--- config.mk ---
export PLATFORM = sky130hd
export DESIGN_NAME = hgp_gpio
export DESIGN_NICKNAME = d
export VERILOG_FILES = /design/src/verilog/hgp_pkg.sv /design/src/verilog/hgp_sync.sv /design/src/verilog/hgp_gpio.sv
export SDC_FILE = /design/constraint.sdc
export NUM_CORES = 1
export LEC_CHECK = 0
export BUFFER_PORTS_ARGS = -buffer_cell sky130_fd_sc_hd__buf_2
export CAP_MARGIN = 15
export CELL_PAD_IN_SITES_DETAIL_PLACEMENT = 1
export CELL_PAD_IN_SITES_GLOBAL_PLACEMENT = 2
export CORE_ASPECT_RATIO = 1.1
export CORE_UTILIZATION = 26
export CTS_CLUSTER_DIAMETER = 100
export DETAILED_ROUTE_END_ITERATION = 16
export PLACE_DENSITY = 0.87
export SLEW_MARGIN = 20
export SYNTH_ARGS = -nofsm -noshare
export SYNTH_HDL_FRONTEND = slang
export SYNTH_SLANG_ARGS = --single-unit
--- constraint.sdc ---
create_clock -name clock_in -period 3.9 [get_ports clock_in]
set_clock_uncertainty 0.1 [all_clocks]
set_input_delay 0.585 -clock clock_in [delete_from_list [all_inputs] [get_ports clock_in]]
set_output_delay 0.585 -clock clock_in [all_outputs]
set_load 0.005 [all_outputs]
--- src/verilog/hgp_pkg.sv ---
package hgp_pkg;

  // bus geometry
  localparam int unsigned APB_AW = 12;
  localparam int unsigned APB_DW = 32;
  localparam int unsigned NPIN = 8;
  localparam int unsigned NRX = 4;
  localparam int unsigned NTX = 2;

  // register indices as printed; byte address is four times the index
  localparam logic [7:0] IDX_SNAPSHOT = 8'h0E;
  localparam logic [7:0] IDX_INPUT_MASK = 8'h0F;
  localparam logic [7:0] IDX_PIN0_CTL = 8'h10;

  // reset values
  localparam logic [7:0] SNAPSHOT_RST = 8'h00;
  localparam logic [7:0] INPUT_MASK_RST = 8'hFF;
  localparam logic [7:0] PIN0_CTL_RST = 8'h00;

  // pin0 control field positions
  localparam int unsigned CTL_EN_BIT = 0;
  localparam int unsigned CTL_VAL_BIT = 1;
  localparam int unsigned CTL_SRC_LSB = 2;
  localparam int unsigned CTL_SEL_LSB = 5;

  // source field codes
  localparam logic [2:0] SRC_DEV_STATUS = 3'h4;
  localparam logic [2:0] SRC_RESERVED = 3'h5;

  // receive port selections
  localparam logic [2:0] RXS_LOCK = 3'h4;
  localparam logic [2:0] RXS_PASS = 3'h5;
  localparam logic [2:0] RXS_FRAME = 3'h6;
  localparam logic [2:0] RXS_LINE = 3'h7;

  // device status selections
  localparam logic [2:0] DEVS_VALUE = 3'h0;
  localparam logic [2:0] DEVS_LOCK_ANY = 3'h1;
  localparam logic [2:0] DEVS_LOCK_ALL = 3'h2;
  localparam logic [2:0] DEVS_PASS_ALL = 3'h3;
  localparam logic [2:0] DEVS_FSYNC = 3'h4;

  // transmit port selections
  localparam logic [2:0] TXS_PASS_ALL = 3'h0;
  localparam logic [2:0] TXS_PASS_ANY = 3'h1;
  localparam logic [2:0] TXS_FRAME = 3'h2;
  localparam logic [2:0] TXS_LINE = 3'h3;
  localparam logic [2:0] TXS_SYNCED = 3'h4;
  localparam logic [2:0] TXS_IRQ = 3'h5;

endpackage : hgp_pkg

--- src/verilog/hgp_sync.sv ---
`timescale 1ns/1ps
// two-flop synchroniser for a vector of unrelated levels
module hgp_sync #(
  parameter int unsigned W = 8
) (
  input wire logic clock_in,
  input wire logic rst_in,
  input wire logic [W-1:0] async_in,
  output logic [W-1:0] sync_out
);

  logic [W-1:0] meta_q;
  logic [W-1:0] sync_q;

  // first stage feeds only the second stage
  always_ff @(posedge clock_in) begin
    if (rst_in) begin
      meta_q <= '0;
      sync_q <= '0;
    end else begin
      meta_q <= async_in;
      sync_q <= meta_q;
    end
  end

  assign sync_out = sync_q;

endmodule : hgp_sync

--- src/verilog/hgp_gpio.sv ---
`timescale 1ns/1ps
// Behaviour
// - a read of the snapshot register returns the eight pin levels gated by their input enables, pin 7 on top.
// - each pin has an input-enable bit at its own position, 1 enables, all reset to 1.
// - source field bits 4:2 pick rx port 0-3, device status, reserved, or tx port 0-1.
// - select field bits 7:5 is read according to the source class chosen.
// - for an rx source, selects 000-011 give remote pin values 0-3 of that port.
// - for an rx source, 100 gives lock, 101 gives pass and 111 gives line valid.
// - for an rx source, 110 gives that port's frame valid.
// - for device status, 000 gives the stored value bit and 001 the OR of enabled locks.
// - for device status, 010 ANDs enabled locks, 011 ANDs enabled passes, 100 frame sync.
// - for a tx source, 000 ANDs and 001 ORs the status of its selected rx ports.
// - for a tx source, 011 line valid, 100 synchronised flag, 101 port interrupt.
// - for a tx source, 010 gives frame valid.
// - bit 1 of the pin0 control register is the level driven when the stored value is chosen.
// - bit 0 of the pin0 control register enables the pin0 driver and resets to 0.
module hgp_gpio (
  input wire logic clock_in,
  input wire logic rst_in,
  // apb slave
  input wire logic psel_in,
  input wire logic penable_in,
  input wire logic pwrite_in,
  input wire logic [hgp_pkg::APB_AW-1:0] paddr_in,
  input wire logic [hgp_pkg::APB_DW-1:0] pwdata_in,
  input wire logic [3:0] pstrb_in,
  output logic [hgp_pkg::APB_DW-1:0] prdata_out,
  output logic pready_out,
  output logic pslverr_out,
  // pins
  input wire logic [hgp_pkg::NPIN-1:0] pin_level_in,
  output logic pin0_out,
  output logic pin0_oe_out,
  // receive port status, same clock
  input wire logic [4*hgp_pkg::NRX-1:0] rx_remote_pin_in,
  input wire logic [hgp_pkg::NRX-1:0] rx_port_enable_in,
  input wire logic [hgp_pkg::NRX-1:0] rx_lock_in,
  input wire logic [hgp_pkg::NRX-1:0] rx_pass_in,
  input wire logic [hgp_pkg::NRX-1:0] rx_frame_valid_in,
  input wire logic [hgp_pkg::NRX-1:0] rx_line_valid_in,
  input wire logic frame_sync_pulse_in,
  // transmit port status, same clock
  input wire logic [hgp_pkg::NRX*hgp_pkg::NTX-1:0] tx_rx_select_in,
  input wire logic [hgp_pkg::NTX-1:0] tx_frame_valid_in,
  input wire logic [hgp_pkg::NTX-1:0] tx_line_valid_in,
  input wire logic [hgp_pkg::NTX-1:0] tx_synced_in,
  input wire logic [hgp_pkg::NTX-1:0] tx_irq_in
);
  import hgp_pkg::*;

  // all set among enabled bits; false when none enabled
  function automatic logic all_of(input logic [NRX-1:0] v, input logic [NRX-1:0] en);
    all_of = (en != '0) && ((v & en) == en);
  endfunction : all_of

  // any set among enabled bits
  function automatic logic any_of(input logic [NRX-1:0] v, input logic [NRX-1:0] en);
    any_of = |(v & en);
  endfunction : any_of

  // byte address from printed index
  function automatic logic [APB_AW-1:0] byte_addr(input logic [7:0] idx);
    byte_addr = {{(APB_AW-10){1'b0}}, idx, 2'b00};
  endfunction : byte_addr

  logic [NPIN-1:0] pin_sync;
  logic [7:0] input_mask_q;
  logic [7:0] pin0_ctl_q;
  logic [7:0] snapshot_q;
  logic [7:0] snapshot_d;
  logic [APB_DW-1:0] prdata_q;
  logic pin0_q;
  logic pin0_d;
  logic [2:0] src;
  logic [2:0] sel;
  logic [1:0] rx_idx;
  logic tx_idx;
  logic [NRX-1:0] tx_mask;
  logic hit_snap;
  logic hit_mask;
  logic hit_ctl;
  logic mapped;
  logic setup;
  logic access;
  logic wr_ok;

  // pin levels cross into the clock domain
  hgp_sync #(.W(NPIN)) u_pin_sync (
    .clock_in(clock_in),
    .rst_in(rst_in),
    .async_in(pin_level_in),
    .sync_out(pin_sync)
  );

  // address decode and phases
  assign hit_snap = (paddr_in == byte_addr(IDX_SNAPSHOT));
  assign hit_mask = (paddr_in == byte_addr(IDX_INPUT_MASK));
  assign hit_ctl = (paddr_in == byte_addr(IDX_PIN0_CTL));
  assign mapped = hit_snap | hit_mask | hit_ctl;
  assign setup = psel_in & ~penable_in;
  assign access = psel_in & penable_in;
  assign wr_ok = access & pwrite_in & pstrb_in[0];

  // zero wait states; unmapped address answers with an error
  assign pready_out = 1'b1;
  assign pslverr_out = access & ~mapped;
  assign prdata_out = prdata_q;

  // gated pin levels; a disabled input reads 0
  assign snapshot_d = pin_sync & input_mask_q;

  // snapshot register follows the gated pins
  always_ff @(posedge clock_in) begin
    if (rst_in) begin
      snapshot_q <= SNAPSHOT_RST;
    end else begin
      snapshot_q <= snapshot_d;
    end
  end

  // input enable mask
  always_ff @(posedge clock_in) begin
    if (rst_in) begin
      input_mask_q <= INPUT_MASK_RST;
    end else if (wr_ok && hit_mask) begin
      input_mask_q <= pwdata_in[7:0];
    end
  end

  // pin0 control register
  always_ff @(posedge clock_in) begin
    if (rst_in) begin
      pin0_ctl_q <= PIN0_CTL_RST;
    end else if (wr_ok && hit_ctl) begin
      pin0_ctl_q <= pwdata_in[7:0];
    end
  end

  // read data captured in the setup phase, stable through access
  always_ff @(posedge clock_in) begin
    if (rst_in) begin
      prdata_q <= '0;
    end else if (setup && !pwrite_in) begin
      if (hit_snap) begin
        prdata_q <= {24'h000000, snapshot_q};
      end else if (hit_mask) begin
        prdata_q <= {24'h000000, input_mask_q};
      end else if (hit_ctl) begin
        prdata_q <= {24'h000000, pin0_ctl_q};
      end else begin
        prdata_q <= '0;
      end
    end
  end

  // field extraction
  assign src = pin0_ctl_q[CTL_SRC_LSB +: 3];
  assign sel = pin0_ctl_q[CTL_SEL_LSB +: 3];
  assign rx_idx = src[1:0];
  assign tx_idx = src[0];
  assign tx_mask = tx_rx_select_in[tx_idx*NRX +: NRX];

  // pin0 signal mux by source class then select
  always_comb begin
    pin0_d = 1'b0;
    if (!src[2]) begin
      case (sel)
        RXS_LOCK: pin0_d = rx_lock_in[rx_idx];
        RXS_PASS: pin0_d = rx_pass_in[rx_idx];
        RXS_FRAME: pin0_d = rx_frame_valid_in[rx_idx];
        RXS_LINE: pin0_d = rx_line_valid_in[rx_idx];
        default: pin0_d = rx_remote_pin_in[{rx_idx, sel[1:0]}];
      endcase
    end else if (src == SRC_DEV_STATUS) begin
      case (sel)
        DEVS_VALUE: pin0_d = pin0_ctl_q[CTL_VAL_BIT];
        DEVS_LOCK_ANY: pin0_d = any_of(rx_lock_in, rx_port_enable_in);
        DEVS_LOCK_ALL: pin0_d = all_of(rx_lock_in, rx_port_enable_in);
        DEVS_PASS_ALL: pin0_d = all_of(rx_pass_in, rx_port_enable_in);
        DEVS_FSYNC: pin0_d = frame_sync_pulse_in;
        default: pin0_d = 1'b0;
      endcase
    end else if (src != SRC_RESERVED) begin
      case (sel)
        TXS_PASS_ALL: pin0_d = all_of(rx_pass_in, tx_mask);
        TXS_PASS_ANY: pin0_d = any_of(rx_pass_in, tx_mask);
        TXS_FRAME: pin0_d = tx_frame_valid_in[tx_idx];
        TXS_LINE: pin0_d = tx_line_valid_in[tx_idx];
        TXS_SYNCED: pin0_d = tx_synced_in[tx_idx];
        TXS_IRQ: pin0_d = tx_irq_in[tx_idx];
        default: pin0_d = 1'b0;
      endcase
    end
  end

  // registered pin0 data, forced low while undriven
  always_ff @(posedge clock_in) begin
    if (rst_in) begin
      pin0_q <= 1'b0;
    end else begin
      pin0_q <= pin0_d & pin0_ctl_q[CTL_EN_BIT];
    end
  end

  assign pin0_out = pin0_q;
  assign pin0_oe_out = pin0_ctl_q[CTL_EN_BIT];

  // snapshot read returns gated levels seen two edges earlier
  property p_snap_read;
    @(posedge clock_in) disable iff (rst_in)
    (setup && !pwrite_in && hit_snap) ##1 access |->
      prdata_out[7:0] == $past(snapshot_d, 2) && prdata_out[31:8] == 24'h000000;
  endproperty
  a_snap_read: assert property (p_snap_read) else $error("snapshot read mismatch");

  // input mask comes out of reset all ones
  property p_mask_reset;
    @(posedge clock_in)
    $past(rst_in) |-> input_mask_q == 8'hFF;
  endproperty
  a_mask_reset: assert property (p_mask_reset) else $error("input mask reset wrong");

  // pin0 input disabled on two successive edges does not show in the snapshot
  property p_mask_gate;
    @(posedge clock_in) disable iff (rst_in)
    !input_mask_q[0] ##1 !input_mask_q[0] |-> !snapshot_q[0];
  endproperty
  a_mask_gate: assert property (p_mask_gate) else $error("disabled pin0 input visible");

  // driver enable resets off and follows a write one edge later
  property p_oe_write;
    @(posedge clock_in) disable iff (rst_in)
    (wr_ok && hit_ctl) |=> pin0_oe_out == $past(pwdata_in[0]);
  endproperty
  a_oe_write: assert property (p_oe_write) else $error("pin0 enable not updated");

  // undriven pin0 is held low on its data line
  property p_oe_off;
    @(posedge clock_in) disable iff (rst_in)
    !pin0_oe_out ##1 !pin0_oe_out |-> !pin0_out;
  endproperty
  a_oe_off: assert property (p_oe_off) else $error("pin0 data while undriven");

  // stored value drives pin0 under device status select 000
  property p_value;
    @(posedge clock_in) disable iff (rst_in)
    (pin0_oe_out && src == 3'h4 && sel == 3'h0) |=> pin0_out == $past(pin0_ctl_q[1]);
  endproperty
  a_value: assert property (p_value) else $error("stored value not driven");

  // rx port lock reaches pin0 one edge later
  property p_rx_lock;
    @(posedge clock_in) disable iff (rst_in)
    (pin0_oe_out && src == 3'h2 && sel == 3'h4) |=> pin0_out == $past(rx_lock_in[2]);
  endproperty
  a_rx_lock: assert property (p_rx_lock) else $error("rx lock not driven");

  // rx port frame valid
  property p_rx_frame;
    @(posedge clock_in) disable iff (rst_in)
    (pin0_oe_out && src == 3'h1 && sel == 3'h6) |=> pin0_out == $past(rx_frame_valid_in[1]);
  endproperty
  a_rx_frame: assert property (p_rx_frame) else $error("rx frame valid not driven");

  // remote pin value of port 3, pin 2
  property p_remote;
    @(posedge clock_in) disable iff (rst_in)
    (pin0_oe_out && src == 3'h3 && sel == 3'h2) |=> pin0_out == $past(rx_remote_pin_in[14]);
  endproperty
  a_remote: assert property (p_remote) else $error("remote pin not driven");

  // device status lock any
  property p_lock_any;
    @(posedge clock_in) disable iff (rst_in)
    (pin0_oe_out && src == 3'h4 && sel == 3'h1) |=>
      pin0_out == |($past(rx_lock_in) & $past(rx_port_enable_in));
  endproperty
  a_lock_any: assert property (p_lock_any) else $error("lock or wrong");

  // device status frame sync
  property p_fsync;
    @(posedge clock_in) disable iff (rst_in)
    (pin0_oe_out && src == 3'h4 && sel == 3'h4) |=> pin0_out == $past(frame_sync_pulse_in);
  endproperty
  a_fsync: assert property (p_fsync) else $error("frame sync not driven");

  // reserved source keeps pin0 low
  property p_src_rsvd;
    @(posedge clock_in) disable iff (rst_in)
    (src == 3'h5) |=> !pin0_out;
  endproperty
  a_src_rsvd: assert property (p_src_rsvd) else $error("reserved source drove pin0");

  // tx port 1 interrupt
  property p_tx_irq;
    @(posedge clock_in) disable iff (rst_in)
    (pin0_oe_out && src == 3'h7 && sel == 3'h5) |=> pin0_out == $past(tx_irq_in[1]);
  endproperty
  a_tx_irq: assert property (p_tx_irq) else $error("tx interrupt not driven");

  // tx port 0 frame valid
  property p_tx_frame;
    @(posedge clock_in) disable iff (rst_in)
    (pin0_oe_out && src == 3'h6 && sel == 3'h2) |=> pin0_out == $past(tx_frame_valid_in[0]);
  endproperty
  a_tx_frame: assert property (p_tx_frame) else $error("tx frame valid not driven");

  // tx port 0 pass any of its selected ports
  property p_tx_pass_any;
    @(posedge clock_in) disable iff (rst_in)
    (pin0_oe_out && src == 3'h6 && sel == 3'h1) |=>
      pin0_out == |($past(rx_pass_in) & $past(tx_rx_select_in[3:0]));
  endproperty
  a_tx_pass_any: assert property (p_tx_pass_any) else $error("tx pass or wrong");

endmodule : hgp_gpio

==> impl_metrics.py <==
metrics = {
    "run_status": {
        "status": "completed",
    },
    "floorplanning": {
        "start_util_pct": 27.2,
        "core_area_sq_um": 9540,
        "fp-row-count": 37,
        "die_x_um": 97.2,
        "die_y_um": 107,
        "dieArea_sq_um": 10400,
        "ios": 150,
    },
    "cells_and_area": {
        "diodes": 0,
        "fillerInstances": 1161,
        "fin_nets": 477,
        "fin_area_sq_um": 3160,
        "fin_util_pct": 33.1,
        "drive_gt1_share_pct": 33.8,
        "syn_to_final_growth_pct": 21.8,
    },
    "global_routing": {
        "grt_pass1_vias": 2331,
        "grt_pass1_wl_um": 11200,
        "antenna_found_initial": 1,
        "track_usage_pct": 13.6,
        "grt_overflow": 0,
        "grt_max_degree": 50,
    },
    "synthesis": {
        "ys_warn_count": 0,
        "synth_cell_type_count": 43,
        "synth.avg_cell_area_sq_um": 9.45,
        "ys.flop_type": "dfxtp_1",
        "syn-cell-area_sq_um": 2590,
        "ys_ff_latch": 49,
        "synth-seq-area-share_pct": 37.9,
        "synthCells": 274,
        "synthArstFlopShare_pct": 0,
        "synth_edf_count": 0,
    },
    "sta": {
        "period_minus_slack_ps": 2440,
        "max_slew_margin_pct": 39.7,
        "fmax_mhz": 409,
        "final.setup.tns_ps": 0,
        "finalHoldViolations": 0,
        "slew_violations": 0,
        "worstMarginPinSlew_ps": 903,
        "fin_crit_sh_pct": 62.7,
        "setup_violations": 0,
        "rsz0062_at_grt": "no",
    },
    "route": {
        "vias_per_cell": 4.77,
        "drc": 0,
        "wl_per_cell_um": 14.7,
        "dr.pass1.iters": 4,
        "antenna_left": 0,
        "num_vias": 2294,
        "drtIter0Drc": 88,
        "drt_wl_total_um": 7090,
    },
    "hold_path": {
        "holdPathEnd": "snapshot_q[4]",
        "min_path_type": "flip-flop to flip-flop",
        "hold_depth": 2,
        "min_from": "u_pin_sync.sync_out[4]",
    },
    "critical_path": {
        "path_cells": "mux4_2 > nand3_1 > o21ai_0 > a21oi_1 > nor2_1 > o32a_1",
        "ff2ff_path_depth": 6,
        "slowest_stage": "dfxtp_1",
        "crit_family": "flip-flops",
        "required_ps": 4000,
        "r2r-start": "pin0_ctl_q[2]",
        "cp.buffers_inverters": 0,
        "slowest_delay_ps": 920,
        "cp_max_fo": 18,
        "cp_data_arrival_time_ps": 2550,
        "start_kind": "flip-flop",
        "worstReg2RegEnd": "pin0_out",
        "cp-end-kind": "flip-flop",
        "criticalPathCategory": "flip-flop to flip-flop",
        "ff2ff_setup_slack_ps": 1460,
    },
    "cts": {
        "ctsHoldBuffers": 0,
        "cts_made_buffers": 5,
        "clkLatencyLatePin_ps": 300,
        "cts_setup_buffers": 0,
        "cts_htree_levels": 2,
        "tritoncts": "built",
        "clk_pin_slew_ps": 90,
        "clock_sinks": 49,
        "cts-resized-gates": 0,
        "cts_root_buffer": "clkbuf_8",
        "cts.path.max_buffers": 2,
    },
    "placement": {
        "portBuffers": 97,
        "place_area_sq_um": 3070,
        "place_congestion": 0.815,
        "dp_hpwl_um": 5480,
    },
    "power": {
        "irDropWorstVdd_v": 0.000196,
        "p_leak_nw": 1.29,
        "power_density_nw_per_um2": 292,
        "total_power_w": 0.000922,
    },
    "run": {
        "cap_violations": 0,
    },
}
-- layer usage --
metal  wire (um)  track usage (%)  vias to the layer above
li1            -                -                     1114
met5          15                0                        -
met1        2970             15.8                     1093
met2        3530             24.4                       75
met3         483             3.65                       10
met4          81             3.94                        2
-- cells by family after synthesis --
| group | after synthesis | share of synthesized area (%) |
|---|---|---|
| buf+inv | 45 | 10.5 |
| compound gates | 56 | 15.0 |
| other cells | 2 | 0.290 |
| flops | 49 | 37.9 |
| simple gates | 97 | 21.8 |
| mux | 25 | 14.5 |
-- worst register-to-register path, cell delays in order, from the launching register on --
cell and delay [ps]:
dfxtp_1 920, mux4_2 620, nand3_1 90, o21ai_0 100, a21oi_1 150, nor2_1 60
o32a_1 310
-- layout make-up --
class                   count  area, sq um  area share [%]
well taps                 117          146            4.64
multi-input cells         203         1430            45.3
flip-flops and latches     49          981            31.1
clock buffers               8         80.1            2.54
repair buffers             99          500            15.9
inverters                   5         18.8           0.595
-- power breakdown --
group | switching, W | internal, W
combinational | 0.0000572 | 0.0000596
sequential | 0.00000436 | 0.000514
clock | 0.000159 | 0.000128
-- worst max path at each step --
stage               slack (ps)               to           from  depth (start not counted)
floorplan                 1610  input_mask_q[6]   paddr_in[10]                          7
global placement          1330    pin0_ctl_q[5]   paddr_in[10]                          5
detailed placement        1300    pin0_ctl_q[5]   paddr_in[10]                          5
CTS                       1410         pin0_out  pin0_ctl_q[2]                          6
global route              1250         pin0_out  pin0_ctl_q[2]                          6
finish                    1460         pin0_out  pin0_ctl_q[2]                          6
-- synth_stat cells (3+ instances only) --
master | n | area (sq um)
nor2_1 | 26 | 97.6
a22oi_1 | 10 | 75.1
dfxtp_1 | 49 | 981
nand2_1 | 15 | 56.3
o22ai_1 | 3 | 18.8
buf_2 | 4 | 20.0
o21ai_0 | 4 | 20.0
buf_4 | 26 | 195
a211o_1 | 9 | 78.8
clkbuf_1 | 9 | 33.8
nand3b_1 | 3 | 22.5
mux4_2 | 10 | 225
nand3_1 | 5 | 25.0
inv_1 | 5 | 18.8
nor2b_1 | 25 | 156
a211oi_1 | 8 | 60.1
nand2b_1 | 3 | 18.8
mux2i_1 | 14 | 140
a21oi_1 | 14 | 70.1
-- metrics by stage --
stage / hold WS [ps] / cells / worst slack (ps)
floorplan: 302 / 297 / 1610
global placement: 305 / 473 / 1330
detailed placement: 321 / 473 / 1300
CTS: 331 / 481 / 1410
global route: 346 / 481 / 1250
finish: 317 / 481 / 1460
-- sequential cells by signal, indices dropped and copies added, names as in the netlist --
name                 flops
pin0_ctl_q               8
input_mask_q             8
prdata_out               8
snapshot_q               8
pin0_out                 1
u_pin_sync.meta_q        8
u_pin_sync.sync_out      8
-- cells in the final DEF, fill, tap and decap left out, drive strengths merged --
cell	instances
inv	5
buf	99
mux4	10
nand4b	1
conb	25
a2111oi	1
or3b	1
a31oi	2
nand2	15
o21ai	4
o221ai	1
or3	1
nand3	5
nor4	4
o32ai	1
nor3	2
a22oi	10
o31ai	1
a211oi	8
o22ai	3
nor3b	2
nand4	2
mux2	1
mux2i	14
and3b	2
nor2b	25
and3	1
or4	2
o32a	1
nand3b	3
a211o	9
and4b	1
a21oi	14
nor2	27
clkbuf	8
a221oi	1
dfxtp	49
nand2b	3
Power figures use the tool's default switching activity.
